===== src/hdl/ser_defs.svh =====
// error code values, field positions and limits for the system error reporter
// assumes nothing beyond a single clock domain
`ifndef SER_DEFS_SVH
`define SER_DEFS_SVH
`define SER_CODE_SETUP 16'h000B
`define SER_CODE_DATA 16'h000C
`define SER_CODE_LOG 16'h000D
`define SER_CODE_RD_SYNTAX 16'h000E
`define SER_CODE_WR_SYNTAX 16'h000F
`define SER_CODE_WR_DATA 16'h0010
`define SER_CODE_FLASH 16'h0011
`define SER_CODE_EEPROM 16'h0012
`define SER_CODE_NONE 16'h0000
`define SER_UNIT_MASK 2'h3
`define SER_FLAG_BIT 14
`define SER_LOG_CLR_CYCLES 1
`endif


===== src/hdl/ser_pkg.sv =====
// types shared by the system error reporter
// assumes ser_defs.svh is compiled alongside
`default_nettype none
package ser_pkg;
  typedef struct packed {
    logic [15:0] addr;
    logic [15:0] count;
  } ser_xfer_t;
  typedef struct packed {
    logic flag;
    logic [15:0] code;
  } ser_status_t;
  typedef enum logic [1:0] {SER_IDLE, SER_CHECK, SER_INIT} ser_log_state_t;
endpackage
`default_nettype wire


===== src/hdl/ser_log_mem.sv =====
// small error-log memory with registered read data and one write port
// assumes one clock; clear takes one entry per cycle
`default_nettype none
module ser_log_mem #(
  parameter int DEPTH = 16,
  parameter int AW = 4
) (
  input wire logic sys_clk_i,
  input wire logic rst_i,
  input wire logic wr_en_i,
  input wire logic [AW-1:0] wr_addr_i,
  input wire logic [15:0] wr_data_i,
  input wire logic [AW-1:0] rd_addr_i,
  output logic [15:0] rd_data_o
);
  logic [15:0] mem [DEPTH];

  always_ff @(posedge sys_clk_i) begin
    if (wr_en_i) begin
      mem[wr_addr_i] <= wr_data_i;
    end
  end

  always_ff @(posedge sys_clk_i or posedge rst_i) begin
    if (rst_i) begin
      rd_data_o <= 16'h0000;
    end else begin
      rd_data_o <= mem[rd_addr_i];
    end
  end
endmodule // ser_log_mem
`default_nettype wire


===== src/hdl/ser_reporter.sv =====
// system error reporter: detects faults, holds a hex error code, demands decel stop
// assumes fault inputs are one-cycle pulses synchronous to sys_clk_i
//
// Summary of operation
// RL1: a download of new unit or machine parameters reports code 000B and stops.
// RL2: after reset of the setup error, the old parameters stay active until power cycles.
// RL3: corrupted position data from a bulk read reports 000C, stops, and clears by reset.
// RL4: at power-on a corrupted error log reports 000D and stops.
// RL5: a corrupted error log is wiped of every record automatically.
// RL6: a bulk read with bad address, bad count or count not in 4-byte units reports 000E.
// RL7: a bulk write with bad address, bad count or count not in 4-byte units reports 000F.
// RL8: the host must give a bulk write count matching the parameter size.
// RL9: a bulk write value out of range reports 0010 and stops.
// RL10: a failed flash save reports 0011 and stops.
// RL11: the flash error clears when a later flash write completes normally.
// RL12: a failed error-log EEPROM write reports 0012 and stops.
// RL13: any error sets the error flag; the first one while the flag is clear puts its hex code in the status word.
// RL14: a reported code stays held until error reset or power cycle, or for 0011 until a completed flash write.
`include "ser_defs.svh"
`default_nettype none
module ser_reporter
  import ser_pkg::*;
#(
  parameter logic [15:0] RD_ADDR_MAX = 16'h0FFF,
  parameter logic [15:0] RD_COUNT_MAX = 16'h0100,
  parameter logic [15:0] WR_ADDR_MAX = 16'h0FFF,
  parameter logic [15:0] WR_COUNT_MAX = 16'h0100,
  parameter int LOG_DEPTH = 16,
  parameter int LOG_AW = 4
) (
  input wire logic sys_clk_i,
  input wire logic rst_i,
  input wire logic power_on_i,
  input wire logic err_reset_i,
  input wire logic param_download_i,
  input wire logic [31:0] param_new_i,
  input wire logic rd_start_i,
  input wire ser_xfer_t rd_xfer_i,
  input wire logic rd_data_bad_i,
  input wire logic wr_start_i,
  input wire ser_xfer_t wr_xfer_i,
  input wire logic [15:0] wr_param_size_i,
  input wire logic wr_value_bad_i,
  input wire logic log_corrupt_i,
  input wire logic flash_done_i,
  input wire logic flash_fail_i,
  input wire logic eeprom_fail_i,
  input wire logic [LOG_AW-1:0] log_rd_addr_i,
  output ser_status_t status_o,
  output logic decel_stop_o,
  output logic [31:0] active_param_o,
  output logic log_busy_o,
  output logic [15:0] log_rd_data_o
);
  // ----------------------------------------------------------------
  // fault detection
  // ----------------------------------------------------------------
  logic rd_syntax_bad;
  logic wr_syntax_bad;
  logic rd_addr_bad;
  logic rd_count_bad;
  logic rd_unit_bad;
  logic wr_addr_bad;
  logic wr_count_bad;
  logic wr_size_bad;
  logic wr_unit_bad;
  logic log_fault;
  logic [15:0] next_code;
  logic [31:0] pending_param;
  ser_log_state_t log_state;
  logic [LOG_AW-1:0] clr_addr;
  logic log_wr_en;

  always_comb begin
    rd_addr_bad = rd_xfer_i.addr > RD_ADDR_MAX;
    rd_count_bad = (rd_xfer_i.count == 16'h0000) || (rd_xfer_i.count > RD_COUNT_MAX);
    rd_unit_bad = (rd_xfer_i.count[1:0] & `SER_UNIT_MASK) != 2'h0;
    rd_syntax_bad = rd_start_i && (rd_addr_bad || rd_count_bad || rd_unit_bad); // RL6
    wr_addr_bad = wr_xfer_i.addr > WR_ADDR_MAX;
    wr_count_bad = (wr_xfer_i.count == 16'h0000) || (wr_xfer_i.count > WR_COUNT_MAX);
    // a count that misses the target's size is a count error too
    wr_size_bad = wr_xfer_i.count != wr_param_size_i; // RL8
    wr_unit_bad = (wr_xfer_i.count[1:0] & `SER_UNIT_MASK) != 2'h0;
    wr_syntax_bad = wr_start_i
      && (wr_addr_bad || wr_count_bad || wr_size_bad || wr_unit_bad); // RL7
  end

  assign log_fault = (log_state == SER_CHECK) && log_corrupt_i;

  // lowest code wins when faults coincide
  always_comb begin
    next_code = `SER_CODE_NONE;
    if (param_download_i) begin
      next_code = `SER_CODE_SETUP; // RL1
    end else if (rd_data_bad_i) begin
      next_code = `SER_CODE_DATA; // RL3
    end else if (log_fault) begin
      next_code = `SER_CODE_LOG; // RL4
    end else if (rd_syntax_bad) begin
      next_code = `SER_CODE_RD_SYNTAX; // RL6
    end else if (wr_syntax_bad) begin
      next_code = `SER_CODE_WR_SYNTAX; // RL7
    end else if (wr_start_i && wr_value_bad_i) begin
      next_code = `SER_CODE_WR_DATA; // RL9
    end else if (flash_fail_i) begin
      next_code = `SER_CODE_FLASH; // RL10
    end else if (eeprom_fail_i) begin
      next_code = `SER_CODE_EEPROM; // RL12
    end
  end

  // ----------------------------------------------------------------
  // status word
  // ----------------------------------------------------------------
  // a new fault beats a reset in the same cycle so it is never lost
  // a power cycle starts the unit clean, so it clears like an error reset
  always_ff @(posedge sys_clk_i or posedge rst_i) begin
    if (rst_i) begin
      status_o <= '0;
    end else if (next_code != `SER_CODE_NONE) begin
      if (!status_o.flag) begin
        status_o.code <= next_code; // RL13
      end
      status_o.flag <= 1'b1; // RL13
    end else if (err_reset_i || power_on_i) begin
      status_o <= '0; // RL14
    end else if (flash_done_i && status_o.code == `SER_CODE_FLASH) begin
      status_o <= '0; // RL11
    end
  end

  // ----------------------------------------------------------------
  // stop request
  // ----------------------------------------------------------------
  // mirrors the flag; kept apart so the stop path reads on its own
  always_ff @(posedge sys_clk_i or posedge rst_i) begin
    if (rst_i) begin
      decel_stop_o <= 1'b0;
    end else if (next_code != `SER_CODE_NONE) begin
      decel_stop_o <= 1'b1; // RL1
    end else if (err_reset_i || power_on_i) begin
      decel_stop_o <= 1'b0; // RL3
    end else if (flash_done_i && status_o.code == `SER_CODE_FLASH) begin
      decel_stop_o <= 1'b0; // RL11
    end
  end

  // ----------------------------------------------------------------
  // parameters: downloaded set waits for the next power cycle
  // ----------------------------------------------------------------
  always_ff @(posedge sys_clk_i or posedge rst_i) begin
    if (rst_i) begin
      pending_param <= 32'h00000000;
    end else if (param_download_i) begin
      pending_param <= param_new_i;
    end
  end

  // error reset keeps active set; only the power-on pulse loads the saved one
  always_ff @(posedge sys_clk_i or posedge rst_i) begin
    if (rst_i) begin
      active_param_o <= 32'h00000000;
    end else if (power_on_i) begin
      active_param_o <= pending_param; // RL2
    end
  end

  // ----------------------------------------------------------------
  // error log check and wipe
  // ----------------------------------------------------------------
  // power-on pulses during a wipe are ignored; the log is checked once per power-up
  always_ff @(posedge sys_clk_i or posedge rst_i) begin
    if (rst_i) begin
      log_state <= SER_IDLE;
      clr_addr <= '0;
      log_busy_o <= 1'b0;
    end else begin
      case (log_state)
        SER_IDLE: begin
          if (power_on_i) begin
            log_state <= SER_CHECK; // RL4
          end
        end
        SER_CHECK: begin
          if (log_corrupt_i) begin
            log_state <= SER_INIT; // RL5
            clr_addr <= '0;
            log_busy_o <= 1'b1;
          end else begin
            log_state <= SER_IDLE;
          end
        end
        SER_INIT: begin
          if (clr_addr == LOG_AW'(LOG_DEPTH - 1)) begin
            log_state <= SER_IDLE;
            log_busy_o <= 1'b0;
          end else begin
            clr_addr <= clr_addr + LOG_AW'(`SER_LOG_CLR_CYCLES); // RL5
          end
        end
        default: begin
          log_state <= SER_IDLE;
        end
      endcase
    end
  end

  assign log_wr_en = (log_state == SER_INIT); // RL5

  ser_log_mem #(
    .DEPTH(LOG_DEPTH),
    .AW(LOG_AW)
  ) u_log (
    .sys_clk_i(sys_clk_i),
    .rst_i(rst_i),
    .wr_en_i(log_wr_en),
    .wr_addr_i(clr_addr),
    .wr_data_i(16'h0000),
    .rd_addr_i(log_rd_addr_i),
    .rd_data_o(log_rd_data_o)
  );
endmodule // ser_reporter
`default_nettype wire


===== config.mk =====
export PLATFORM = sky130hd
export DESIGN_NAME = ser_reporter
export DESIGN_NICKNAME = d
export VERILOG_FILES = /design/src/hdl/ser_pkg.sv /design/src/hdl/ser_log_mem.sv /design/src/hdl/ser_reporter.sv
export VERILOG_INCLUDE_DIRS = /design/src /design/src/hdl
export SDC_FILE = /design/constraint.sdc
export NUM_CORES = 1
export LEC_CHECK = 0
export BUFFER_PORTS_ARGS = -buffer_cell sky130_fd_sc_hd__buf_2
export CAP_MARGIN = 40
export CORE_UTILIZATION = 35
export CTS_BUF_LIST = sky130_fd_sc_hd__clkbuf_8
export DETAILED_ROUTE_END_ITERATION = 8
export GPL_ROUTABILITY_DRIVEN = 0
export SYNTH_ARGS = -nofsm -noshare
export SYNTH_HDL_FRONTEND = slang
export SYNTH_HIERARCHICAL = 1
export SYNTH_SLANG_ARGS = --single-unit

===== constraint.sdc =====
create_clock -name sys_clk_i -period 6.85 [get_ports sys_clk_i]
set_input_delay 0 -clock sys_clk_i [delete_from_list [all_inputs] [get_ports sys_clk_i]]
set_output_delay 0 -clock sys_clk_i [all_outputs]
set_load 0.1 [all_outputs]

# ---- Word-level counts from Yosys, hierarchy flattened
# Index checks and enable logic that the tools add are counted.
dict set report op_classes {
  add_sub_neg 1
  order_cmp 4
  n_eq_ne 10
  mux 25
  n_reduce_logical 25
}
# op n
set op_table {}
lappend op_table {{$mux W17} 3}
lappend op_table {{$mux W5} 8}
lappend op_table {{$gt A16 B12 Y1 const B} 2}
lappend op_table {{$gt A16 B9 Y1 const B} 2}
lappend op_table {{$logic_not A16 Y1} 2}
lappend op_table {{$eq A16 B5 Y1 const B} 1}
lappend op_table {{$mux W16} 1}
lappend op_table {{$ne A16 B16 Y1} 1}
lappend op_table {{$reduce_bool A16 Y1} 1}
lappend op_table {{$logic_or A1 B1 Y1} 8}
lappend op_table {{$mux W4} 2}
lappend op_table {{$ne A2 B2 Y1 const B} 4}
lappend op_table {{$pmux W4 S2} 1}
lappend op_table {{$mux W2} 3}
lappend op_table {{$pmux W2 S3} 1}
lappend op_table {{$reduce_and A3 Y1} 2}
lappend op_table {{$reduce_bool A2 Y1} 3}
lappend op_table {{$logic_and A1 B1 Y1} 5}
lappend op_table {{$mux W1} 5}
lappend op_table {{$add A4 B1 Y4 const B} 1}
lappend op_table {{$eq A4 B4 Y1 const B} 1}
lappend op_table {{$reduce_and A2 Y1} 2}
lappend op_table {{$reduce_bool A3 Y1} 1}
lappend op_table {{$eq A2 B1 Y1 const B} 1}
lappend op_table {{other kinds (4)} 4}
dict set report word_totals {
  register_bits 105
  output_inout_bits 67
}

# ---- Longest topological paths before layout
# Gate-level depths: netlist of run 1.
dict set report depth {
  ltp_word 14
  mapped_depth 7
}

# ---- By module
# The synthesis of run 1 kept the hierarchy.
# module n_inst cells_per_inst area_per_inst_um2 seq_area_each_um2
set modules_own_cells {}
lappend modules_own_cells {ser_log_mem 1 433 10126.0 8087.8}
lappend modules_own_cells {ser_reporter 1 247 3375.7 1926.8}

# ---- Least setup slack after synthesis of run 1
# Ideal clock, no wire load.
dict set report synth_timing {
  kind {reg-to-reg}
  from {register log_state[0]}
  to {register, netlist name u_log/mem[0][0]}
  setup_ps 409
  t_arrival_ps 2309
  required_time_ps 6441
  slack_ps 4132
  stages_incl_launch_ff 5
  path_buffers 0
  synth_period_minus_slack_ps 2718
  cell_sequence {dfrtp_1 nand2b_1 inv_1 or3b_2 nor3_1}
}
# item line_no
set synth_rtl {}
lappend synth_rtl {{start, declared} ser_reporter.sv:70} ;# ser_log_state_t log_state;
lappend synth_rtl {{start signal, assigned} ser_reporter.sv:174} ;# log_state <= SER_IDLE;
lappend synth_rtl {{start signal, assigned} ser_reporter.sv:181} ;# log_state <= SER_CHECK;
lappend synth_rtl {{start signal, assigned} ser_reporter.sv:186} ;# log_state <= SER_INIT;

# ---- Worst setup path after layout of run 1
dict set report layout_timing {
  from {register status_o[1] in the netlist's numbering}
  to {register status_o[16] in the netlist's numbering}
}
dict set report layout_between {
  elab_chain_len 3
}
# item line_no
set layout_rtl {}
lappend layout_rtl {{start, declared} ser_reporter.sv:49} ;# output ser_status_t status_o,
lappend layout_rtl {{$eq A16 B5 Y1 (no line)} --}
lappend layout_rtl {{$logic_and A1 B1 Y1 (no line)} --}
lappend layout_rtl {{$reduce_bool A3 Y1 (no line)} --}
# No other way between the ends.
# A chain may end at the register's enable or synchronous reset.

==> impl_metrics.json, run 1 <==
{
  "status": "finished clean",
  "synth_top_area_frac": 0.569,
  "grt_max_degree": 61,
  "comb_power_share": 0.162,
  "wl_mm": 28.0,
  "synth_area_leaders": "edfxtp_1 57%, dfrtp_1 17%, mux4_2 9.0%, mux2_2 5.3%, mux4_1 1.9%",
  "p_leak_nw": 7.05,
  "dp_hpwl_mm": 18.5,
  "path_clk_slew_ns": 0.06,
  "grt_pass1_vias": 8043,
  "setup_viol": 0,
  "die_width_um": 198,
  "clock_skew_ns": 0.0339,
  "maxSlewViolCount": 0,
  "tightest_slew_ns": 0.741,
  "cp.buffers_inverters": 2,
  "maxCapViolCount": 0,
  "wl_per_cell_um": 15.9,
  "netlist_area_mm2": 0.0135,
  "grt_use_total": 0.150,
  "fin_crit_ns": 2.45,
  "final_common_cell": "conb_1",
  "io_pins": 196,
  "clock.fmax_ghz": 0.408,
  "cts_tree": "yes",
  "layout_common_cells": "267 x conb_1, 256 x edfxtp_1, 159 x buf_2",
  "cts_made_buffers": 58,
  "ir_drop_mv": 0.204,
  "syn_to_final_growth_pct": 31.5,
  "insertedDiodeCount": 0,
  "die_y_um": 198,
  "crit_path_top_delay_cell": "dlygate4sd3_1",
  "worstPathRequired_ns": 7.37,
  "yosys.area.top_type": "edfxtp_1",
  "clk_latency_ns": 0.64,
  "ant_nets": 0,
  "overflow": 0,
  "power_density_mw_per_mm2": 297,
  "swShare": 0.291,
  "core_mm2": 0.0378,
  "die_area_mm2": 0.0394,
  "ys_seq_elements": 349,
  "start_util": 0.357,
  "power.share.clock": 0.363,
  "fin_area_mm2": 0.0178,
  "fin_setup_tns_ns": 0,
  "arrival_ns": 2.97,
  "remaining_drc_errors": 0,
  "max_slew_margin": 0.506,
  "start_kind": "flop",
  "worst-setup-path-type": "reg -> reg",
  "clockRootBuffer": "clkbuf_8",
  "hold_viol": 0,
  "end_kind": "flop",
  "yosysWarnings": 6,
  "grt_pass1_wl_mm": 43.6,
  "min_period_over_period": 0.358,
  "ys_types": 46,
  "drt_pass1_iterations": 4,
  "p_sw_w": 0.00154,
  "critPathTopFamily": "buffers and inverters",
  "cts_htree_levels": 2,
  "hold_class": "in -> reg",
  "vias": 7416,
  "nNetsFinal": 1333,
  "viasPerCell": 4.21,
  "internal_power_w": 0.00374,
  "cts_setup_buffers": 0,
  "path_max_fanout": 3,
  "slowest_delay_ns": 0.63,
  "layout-drive-gt1-share": 0.322,
  "syn-instance-count": 680,
  "placed_area_mm2": 0.0160,
  "avgSynthCellArea_um2": 19.9,
  "port_buffers": 160,
  "yosysSeqAreaShare": 0.742,
  "antenna_found_initial": 0,
  "p_seq_frac": 0.475,
  "rows": 71,
  "drtIter0Drc": 365,
  "rsz0062_at_grt": "false",
  "path_cells": "nor4_1, a311oi_4, dlygate4sd3_1, nand2_1, nand2_1, dlygate4sd3_1",
  "clockBufferDepth": 3,
  "clock_sinks": 349
}
-- path summary, 6_finish.rpt --
kind	end	slack, ns	startpoint	depth (start not counted)
setup / recovery	status_o[16]	4.40	status_o[1]	6
hold / removal	pending_param[9]	0.06	param_download_i	3
setup reg to reg	status_o[16]	4.40	status_o[1]	6
hold reg to reg	log_state[0]	0.46	log_state[1]	1
max in group asynchronous	pending_param[11]	5.58	rst_i	6
min in group asynchronous	log_state[0]	0.69	rst_i	5
-- timing repair --
| action | 4_1_cts | 5_1_grt |
|---|---|---|
| hold endpoints to repair | 159 | 0 |
| gates resized for setup | 0 | 0 |
| hold buffers | 51 | 0 |
-- synthesized netlist by cell type (all sizes together) --
cell type    n
nor4        10
or4          1
nand2b       3
mux2i        3
and4bb       1
xnor2        7
clkbuf      16
or3b         1
xor2         5
conb         1
or2          1
and2         1
a311oi       1
nor3         8
nor2        17
nand3        4
a211o        2
a21oi        6
ha           1
nand3b       2
a22oi       32
buf         25
o21a         1
nand2       28
o41a         1
or3          1
dfrtp       93
nor2b        3
nor4b        1
edfxtp     256
nor3b        1
mux4        64
nand4        4
o22ai        1
mux2        67
o21ai        5
inv          6
-- layer usage --
metal | global-route usage | vias up | wire [um]
li1 | - | 3508 | -
met4 | 0.0578 | 0 | 656
met5 | 0 | - | 0
met2 | 0.254 | 256 | 13900
met3 | 0.0414 | 48 | 2090
met1 | 0.182 | 3604 | 11400
-- registers in the layout (all words and copies together), names as in the netlist --
signal,flops
clr_addr,4
active_param_o,32
u_log/rd_data_o,16
log_state,2
log_busy_o,1
pending_param,32
u_log/mem,256
status_o,6
-- tightest hold or removal path, delay by kind of cell --
family,cells,cell delay (ns)
mux,1,0.28
buf+inv,2,0.38
-- final cells by class --
| class | instances | area [um2] |
|---|---|---|
| timing repair buffer | 238 | 1580 |
| clock inverter | 41 | 318 |
| fill | 3388 | 20100 |
| tap | 511 | 639 |
| inverter | 6 | 23.8 |
| clock buffer | 67 | 922 |
| multi-input combinational | 550 | 4250 |
| sequential | 349 | 10000 |
-- per-stage QoR --
step | cells | worst slack [ns] | hold slack (ns) | total power, W | util
3_5_place_dp | 1603 | 4.18 | 0.114 | 0.00338 | 0.423
4_1_cts | 1762 | 4.42 | 0.000513 | 0.00536 | 0.469
3_3_place_gp | 1597 | 4.16 | 0.159 | 0.00335 | 0.420
2_1_floorplan | 946 | 4.13 | -0.0863 | 0.00316 | -
6_report | 1762 | 4.40 | 0.0586 | 0.00527 | 0.469
5_1_grt | 1762 | 4.35 | 0.0431 | 0.00550 | 0.469
-- power groups by stage --
stage                     combinational (W)  clock, W  sequential, W
after floorplan                    0.000290         0        0.00287
after global placement             0.000816         0        0.00254
after detailed placement           0.000834         0        0.00254
after CTS                          0.000860   0.00199        0.00250
after global routing               0.000908   0.00208        0.00252
final                              0.000853   0.00192        0.00250
-- kinds of logic after synthesis --
logic type,share of synthesized area
buffers and inverters,0.0196
DFF,0.742
muxes,0.169
adders and majority gates,0.000927
xor gates and xnor gates,0.00778
other,0.000278
AOI/OAI and AO/OA,0.0271
and+or+nand+nor,0.0332
No activity file was read; power rests on OpenSTA's default activity.
==> inputs of run 2 (changes only) <==
==> constraint.sdc (replaced) <==
create_clock -name sys_clk_i -period 2.1 [get_ports sys_clk_i]
set_input_delay 0 -clock sys_clk_i [delete_from_list [all_inputs] [get_ports sys_clk_i]]
set_output_delay 0 -clock sys_clk_i [all_outputs]
set_load 0.1 [all_outputs]
==> run 2 against run 1 <==
Against the previous run:
- non-clock buffer count rose by 22
- utilization is 0.53 points higher
- setup slack worse by 4.3 ns
- via count is 1.7% higher
- clock power grew to 2.9 times the previous value
- critical path depth up 2
- count of clock-buffer cells in the layout decreased by 1
- die area did not move
- global-route usage is 0.30 points higher
- worst hold slack gained 0.035 ns
- sequential power rose to 3.3 times the previous value
- clock skew down 0.014 ns
- largest power group unchanged
==> impl_metrics.json, run 2 (synthesized netlist as in run 1, its figures left out) <==
{
  "hold_class": "in -> reg",
  "power.share.clock": 0.336,
  "power.total_w": 0.0166,
  "setup_viol": 0,
  "grt_max_degree": 70,
  "path_cells": "dlygate4sd3_1, buf_2, a21oi_1, dlygate4sd3_1, nor2b_1, and4bb_4, mux2i_4, mux2_4",
  "vias": 7543,
  "port_buffers": 160,
  "start_kind": "input port",
  "fin_area_mm2": 0.0180,
  "hold_ws_ns": 0.0935,
  "clockBufferDepth": 3,
  "status": "finished clean",
  "rsz0062_at_grt": "false",
  "route.met2.wl_mm": 14.3,
  "viasPerCell": 4.23,
  "min_period_over_period": 0.959,
  "wl_per_cell_um": 16.1,
  "largest_reg_flops": 256,
  "worstPathRequired_ns": 2.58,
  "tightest_slew_ns": 0.714,
  "max_slew_margin": 0.524,
  "grt_use_total": 0.153,
  "swShare": 0.297,
  "cts_made_buffers": 58,
  "ir_drop_mv": 0.860,
  "rows": 71,
  "fillers": 3323,
  "clock_skew_ns": 0.0198,
  "drt_pass1_iterations": 4,
  "post-place-ws_ns": -0.110,
  "die_width_um": 198,
  "wl_met3_mm": 2.20,
  "arrival_ns": 2.50,
  "postLayoutCoreUtil": 0.474,
  "insertedDiodeCount": 0,
  "r2r_cells": 5,
  "die_area_mm2": 0.0394,
  "comb_power_share": 0.174,
  "hold_viol": 0,
  "syn_to_final_growth_pct": 33.0,
  "placed_area_mm2": 0.0163,
  "maxCapViolCount": 0,
  "crit_path_frequent_cell": "dlygate4sd3_1",
  "cts_setup_buffers": 0,
  "maxSlewViolCount": 0,
  "whs_path_depth": 5,
  "final_common_cell": "conb_1",
  "top_layer": "met4",
  "power_density_mw_per_mm2": 927,
  "nNetsFinal": 1355,
  "p_sw_w": 0.00495,
  "remaining_drc_errors": 0,
  "core_mm2": 0.0378,
  "layout-drive-gt1-share": 0.328,
  "overflow": 0,
  "antenna_found_initial": 0,
  "path_max_fanout": 4,
  "die_y_um": 198,
  "clock_sinks": 349,
  "grt_pass1_wl_mm": 44.4,
  "drtIter0Drc": 307,
  "wl_mm": 28.7,
  "fin_crit_ns": 2.01,
  "layout_common_cells": "267 x conb_1, 256 x edfxtp_1, 159 x buf_2",
  "clockRootBuffer": "clkbuf_8",
  "clock.fmax_ghz": 0.496,
  "internal_power_w": 0.0117,
  "end_kind": "flop",
  "slowest_delay_ns": 0.56,
  "crit_path_top_delay_cell": "dlygate4sd3_1",
  "p_seq_frac": 0.490,
  "p_leak_nw": 7.16,
  "cts_htree_levels": 2,
  "grt_pass1_vias": 8099,
  "ant_nets": 0,
  "clk_latency_ns": 0.62,
  "start_util": 0.357,
  "largest-register": "u_log/mem",
  "reg_top3": "u_log/mem x256, active_param_o x32, pending_param x32",
  "dp_hpwl_mm": 19.3,
  "path_clk_slew_ns": 0.05,
  "setup_ws_ns": 0.0856,
  "cts_tree": "yes",
  "io_pins": 196,
  "worst-setup-path-type": "in -> reg",
  "met1_length_mm": 11.2
}
[run 2: cell types whose count changed in the layout (fill, tap and decap cells not counted), moves of 2 or more]
cell and change:
buf_12 +16, buf_16 -2, buf_4 +8, buf_8 -2, bufinv_16 -4, clkinv_2 -3, dfrtp_1 -2, dfrtp_2 +2
dlygate4sd3_1 +2, inv_1 +10
[run 2: power by group through the flow]
stage,Combinational [W],Sequential (W),Clock [W]
final,0.00290,0.00816,0.00559
after global routing,0.00307,0.00821,0.00611
after CTS,0.00292,0.00816,0.00584
after detailed placement,0.00283,0.00830,0
after global placement,0.00281,0.00827,0
after floorplan,0.000957,0.00937,0
[run 2: final cells by class]
| type | instances | area, um2 | area share |
|---|---|---|---|
| Tap cell | 511 | 639 | 0.0356 |
| Multi-Input combinational cell | 550 | 4260 | 0.237 |
| Timing Repair Buffer | 260 | 1900 | 0.106 |
| Clock inverter | 42 | 203 | 0.0113 |
| Clock buffer | 66 | 908 | 0.0506 |
| Inverter | 6 | 23.8 | 0.00132 |
| Sequential cell | 349 | 10000 | 0.558 |
[run 2: layer usage]
| metal | track usage | vias up |
|---|---|---|
| li1 | - | 3555 |
| met1 | 0.185 | 3645 |
| met2 | 0.258 | 277 |
| met3 | 0.0387 | 66 |
| met4 | 0.0692 | 0 |
| met5 | 0 | - |
[run 2: final timing paths]
check                                           to             start  slack (ns)
worst max-delay path                   status_o[2]      flash_fail_i        0.09
worst min-delay path            u_log/rd_data_o[8]  log_rd_addr_i[3]        0.09
worst max register to register     u_log/mem[1][1]      log_state[0]        0.16
worst min register to register        log_state[0]      log_state[0]        0.47
max in group asynchronous         pending_param[7]             rst_i        0.40
min in group asynchronous       u_log/rd_data_o[1]             rst_i        0.58
[run 2: stage by stage]
stage | TNS (ns) | instances
finish | 0 | 1784
global route | 0 | 1784
CTS | 0 | 1785
detailed placement | -0.447 | 1623
global placement | -0.412 | 1623
floorplan | -9.55 | 946
[run 2: timing repair]
item	in CTS	in global routing
gates resized for setup	0	2
endpoints found under the hold margin	149	0
setup endpoints to repair	0	6
hold buffers	54	0
[run 2: worst max-delay path: cells and delay by family]
kind	cells	cell delay, ns
AO/OA/AOI/OAI	1	0.17
buffers and inverters	3	1.24
multiplexers	2	0.63
AND/OR/NAND/NOR	2	0.45
==> inputs of run 3 (changes only) <==
--- a/config.mk
+++ b/config.mk
@@ -9,7 +9,6 @@
 export BUFFER_PORTS_ARGS = -buffer_cell sky130_fd_sc_hd__buf_2
 export CAP_MARGIN = 40
 export CORE_UTILIZATION = 35
-export CTS_BUF_LIST = sky130_fd_sc_hd__clkbuf_8
 export DETAILED_ROUTE_END_ITERATION = 8
 export GPL_ROUTABILITY_DRIVEN = 0
 export SYNTH_ARGS = -nofsm -noshare
==> run 3 against run 2 <==
Against the previous run:
- combinational power is essentially flat
- non-clock buffer count shrank 9
- final cell count shrank 2.7%
- clock power grew 10%
- first-iteration DRC count grew 28%
- critical path type is now reg -> reg
- largest power group unchanged
- highest routed layer unchanged
==> impl_metrics.json, run 3 (synthesized netlist as in run 1, its figures left out) <==
{
  "internal_power_w": 0.0123,
  "p_seq_frac": 0.474,
  "end_kind": "flop",
  "p_sw_w": 0.00490,
  "layout_common_cells": "267 x conb_1, 256 x edfxtp_1, 159 x buf_2",
  "drtIter0Drc": 394,
  "fillers": 3310,
  "cts_setup_buffers": 0,
  "grt_use_total": 0.150,
  "overflow": 0,
  "status": "finished clean",
  "remaining_drc_errors": 0,
  "whs_path_depth": 5,
  "top_layer": "met4",
  "path_clk_slew_ns": 0.06,
  "grt_pass1_vias": 7947,
  "drt_pass1_iterations": 5,
  "ir_drop_mv": 0.923,
  "core_mm2": 0.0378,
  "final_common_cell": "conb_1",
  "clock_skew_ns": 0.0244,
  "comb_power_share": 0.167,
  "swShare": 0.285,
  "fin_area_mm2": 0.0179,
  "rows": 71,
  "wl_met3_mm": 2.06,
  "hold_class": "in -> reg",
  "power.total_w": 0.0172,
  "wl_per_cell_um": 16.3,
  "met1_length_mm": 11.0,
  "r2r_cells": 5,
  "max_slew_margin": 0.520,
  "clockRootBuffer": "clkbuf_16",
  "hold_viol": 0,
  "largest_reg_flops": 256,
  "path_max_fanout": 16,
  "clock_sinks": 349,
  "power_density_mw_per_mm2": 961,
  "vias": 7416,
  "cts_tree": "yes",
  "holdBufCountCts": 44,
  "rsz0062_at_grt": "false",
  "grt_pass1_wl_mm": 43.5,
  "arrival_ns": 2.18,
  "largest-register": "u_log/mem",
  "port_buffers": 160,
  "die_area_mm2": 0.0394,
  "grt_max_degree": 70,
  "dp_hpwl_mm": 19.3,
  "syn_to_final_growth_pct": 32.6,
  "power.share.clock": 0.359,
  "route.met2.wl_mm": 14.2,
  "io_pins": 196,
  "wl_mm": 28.3,
  "nNetsFinal": 1326,
  "fin_setup_tns_ns": 0,
  "cts_htree_levels": 2,
  "start_kind": "flop",
  "post-place-ws_ns": -0.110,
  "reg_top3": "u_log/mem x256, active_param_o x32, pending_param x32",
  "min_period_over_period": 0.936,
  "clockBufferDepth": 3,
  "tightest_slew_ns": 0.720,
  "worstPathRequired_ns": 2.32,
  "clock.fmax_ghz": 0.509,
  "placed_area_mm2": 0.0163,
  "placed_cells": 1623,
  "setup_ws_ns": 0.134,
  "maxCapViolCount": 0,
  "final_cells": 1736,
  "maxSlewViolCount": 0,
  "setup_viol": 0,
  "insertedDiodeCount": 0,
  "die_y_um": 198,
  "viasPerCell": 4.27,
  "die_width_um": 198,
  "ant_nets": 0,
  "fin_crit_ns": 1.97,
  "cts_resized": 0,
  "cts_made_buffers": 38,
  "worst-setup-path-type": "reg -> reg",
  "layout-drive-gt1-share": 0.322,
  "start_util": 0.357,
  "p_leak_nw": 7.01,
  "antenna_found_initial": 0,
  "clk_latency_ns": 0.53
}
run 3: cell types whose count changed in the layout (fill, tap and decap cells not counted), sizes merged:
cell,previous run,this run
clkinvlp,2,1
clkinv,8,16
clkbuf,66,50
inv,37,7
dlygate4sd3,53,44
run 3: final timing paths:
| check | start | to | slack (ns) |
|---|---|---|---|
| setup / recovery | log_state[0] | u_log/mem[1][9] | 0.13 |
| hold / removal | wr_value_bad_i | status_o[16] | 0.06 |
| setup reg to reg | log_state[0] | u_log/mem[1][9] | 0.13 |
| hold reg to reg | log_state[0] | log_state[0] | 0.47 |
| max in group asynchronous | rst_i | active_param_o[10] | 0.88 |
| min in group asynchronous | rst_i | u_log/rd_data_o[10] | 0.12 |
run 3: area by class of cell:
| type | count | area [um2] | share of cell area |
|---|---|---|---|
| Timing Repair Buffer | 251 | 1810 | 0.101 |
| Inverter | 6 | 23.8 | 0.00133 |
| Clock inverter | 19 | 121 | 0.00678 |
| Sequential cell | 349 | 10000 | 0.560 |
| Tap cell | 511 | 639 | 0.0357 |
| Clock buffer | 50 | 1040 | 0.0579 |
| Multi-Input combinational cell | 550 | 4250 | 0.238 |
run 3: layer usage:
metal  vias up  global-route usage
met5         -                   0
met4         0              0.0664
met3        63              0.0342
met2       257               0.255
met1      3608               0.183
li1       3488                   -
run 3: power by group through the flow:
| stage | Combinational, W | Sequential, W | Clock [W] |
|---|---|---|---|
| floorplan | 0.000957 | 0.00937 | 0 |
| global placement | 0.00281 | 0.00827 | 0 |
| detailed placement | 0.00283 | 0.00830 | 0 |
| CTS | 0.00290 | 0.00816 | 0.00639 |
| global route | 0.00305 | 0.00821 | 0.00663 |
| finish | 0.00288 | 0.00816 | 0.00617 |
run 3: stage by stage:
stage,hold WS [ns],utilization
2_1_floorplan,-0.0863,-
3_3_place_gp,-0.0216,0.431
3_5_place_dp,-0.0217,0.431
4_1_cts,0.0242,0.473
5_1_grt,0.0818,0.473
6_report,0.0592,0.473
run 3: critical path, stage by stage (launching register included):
cell and delay [ns]:
dfrtp_1 0.40, nand2b_1 0.20, inv_1 0.08, or3b_2 0.53, nor2_1 0.23, buf_12 0.21
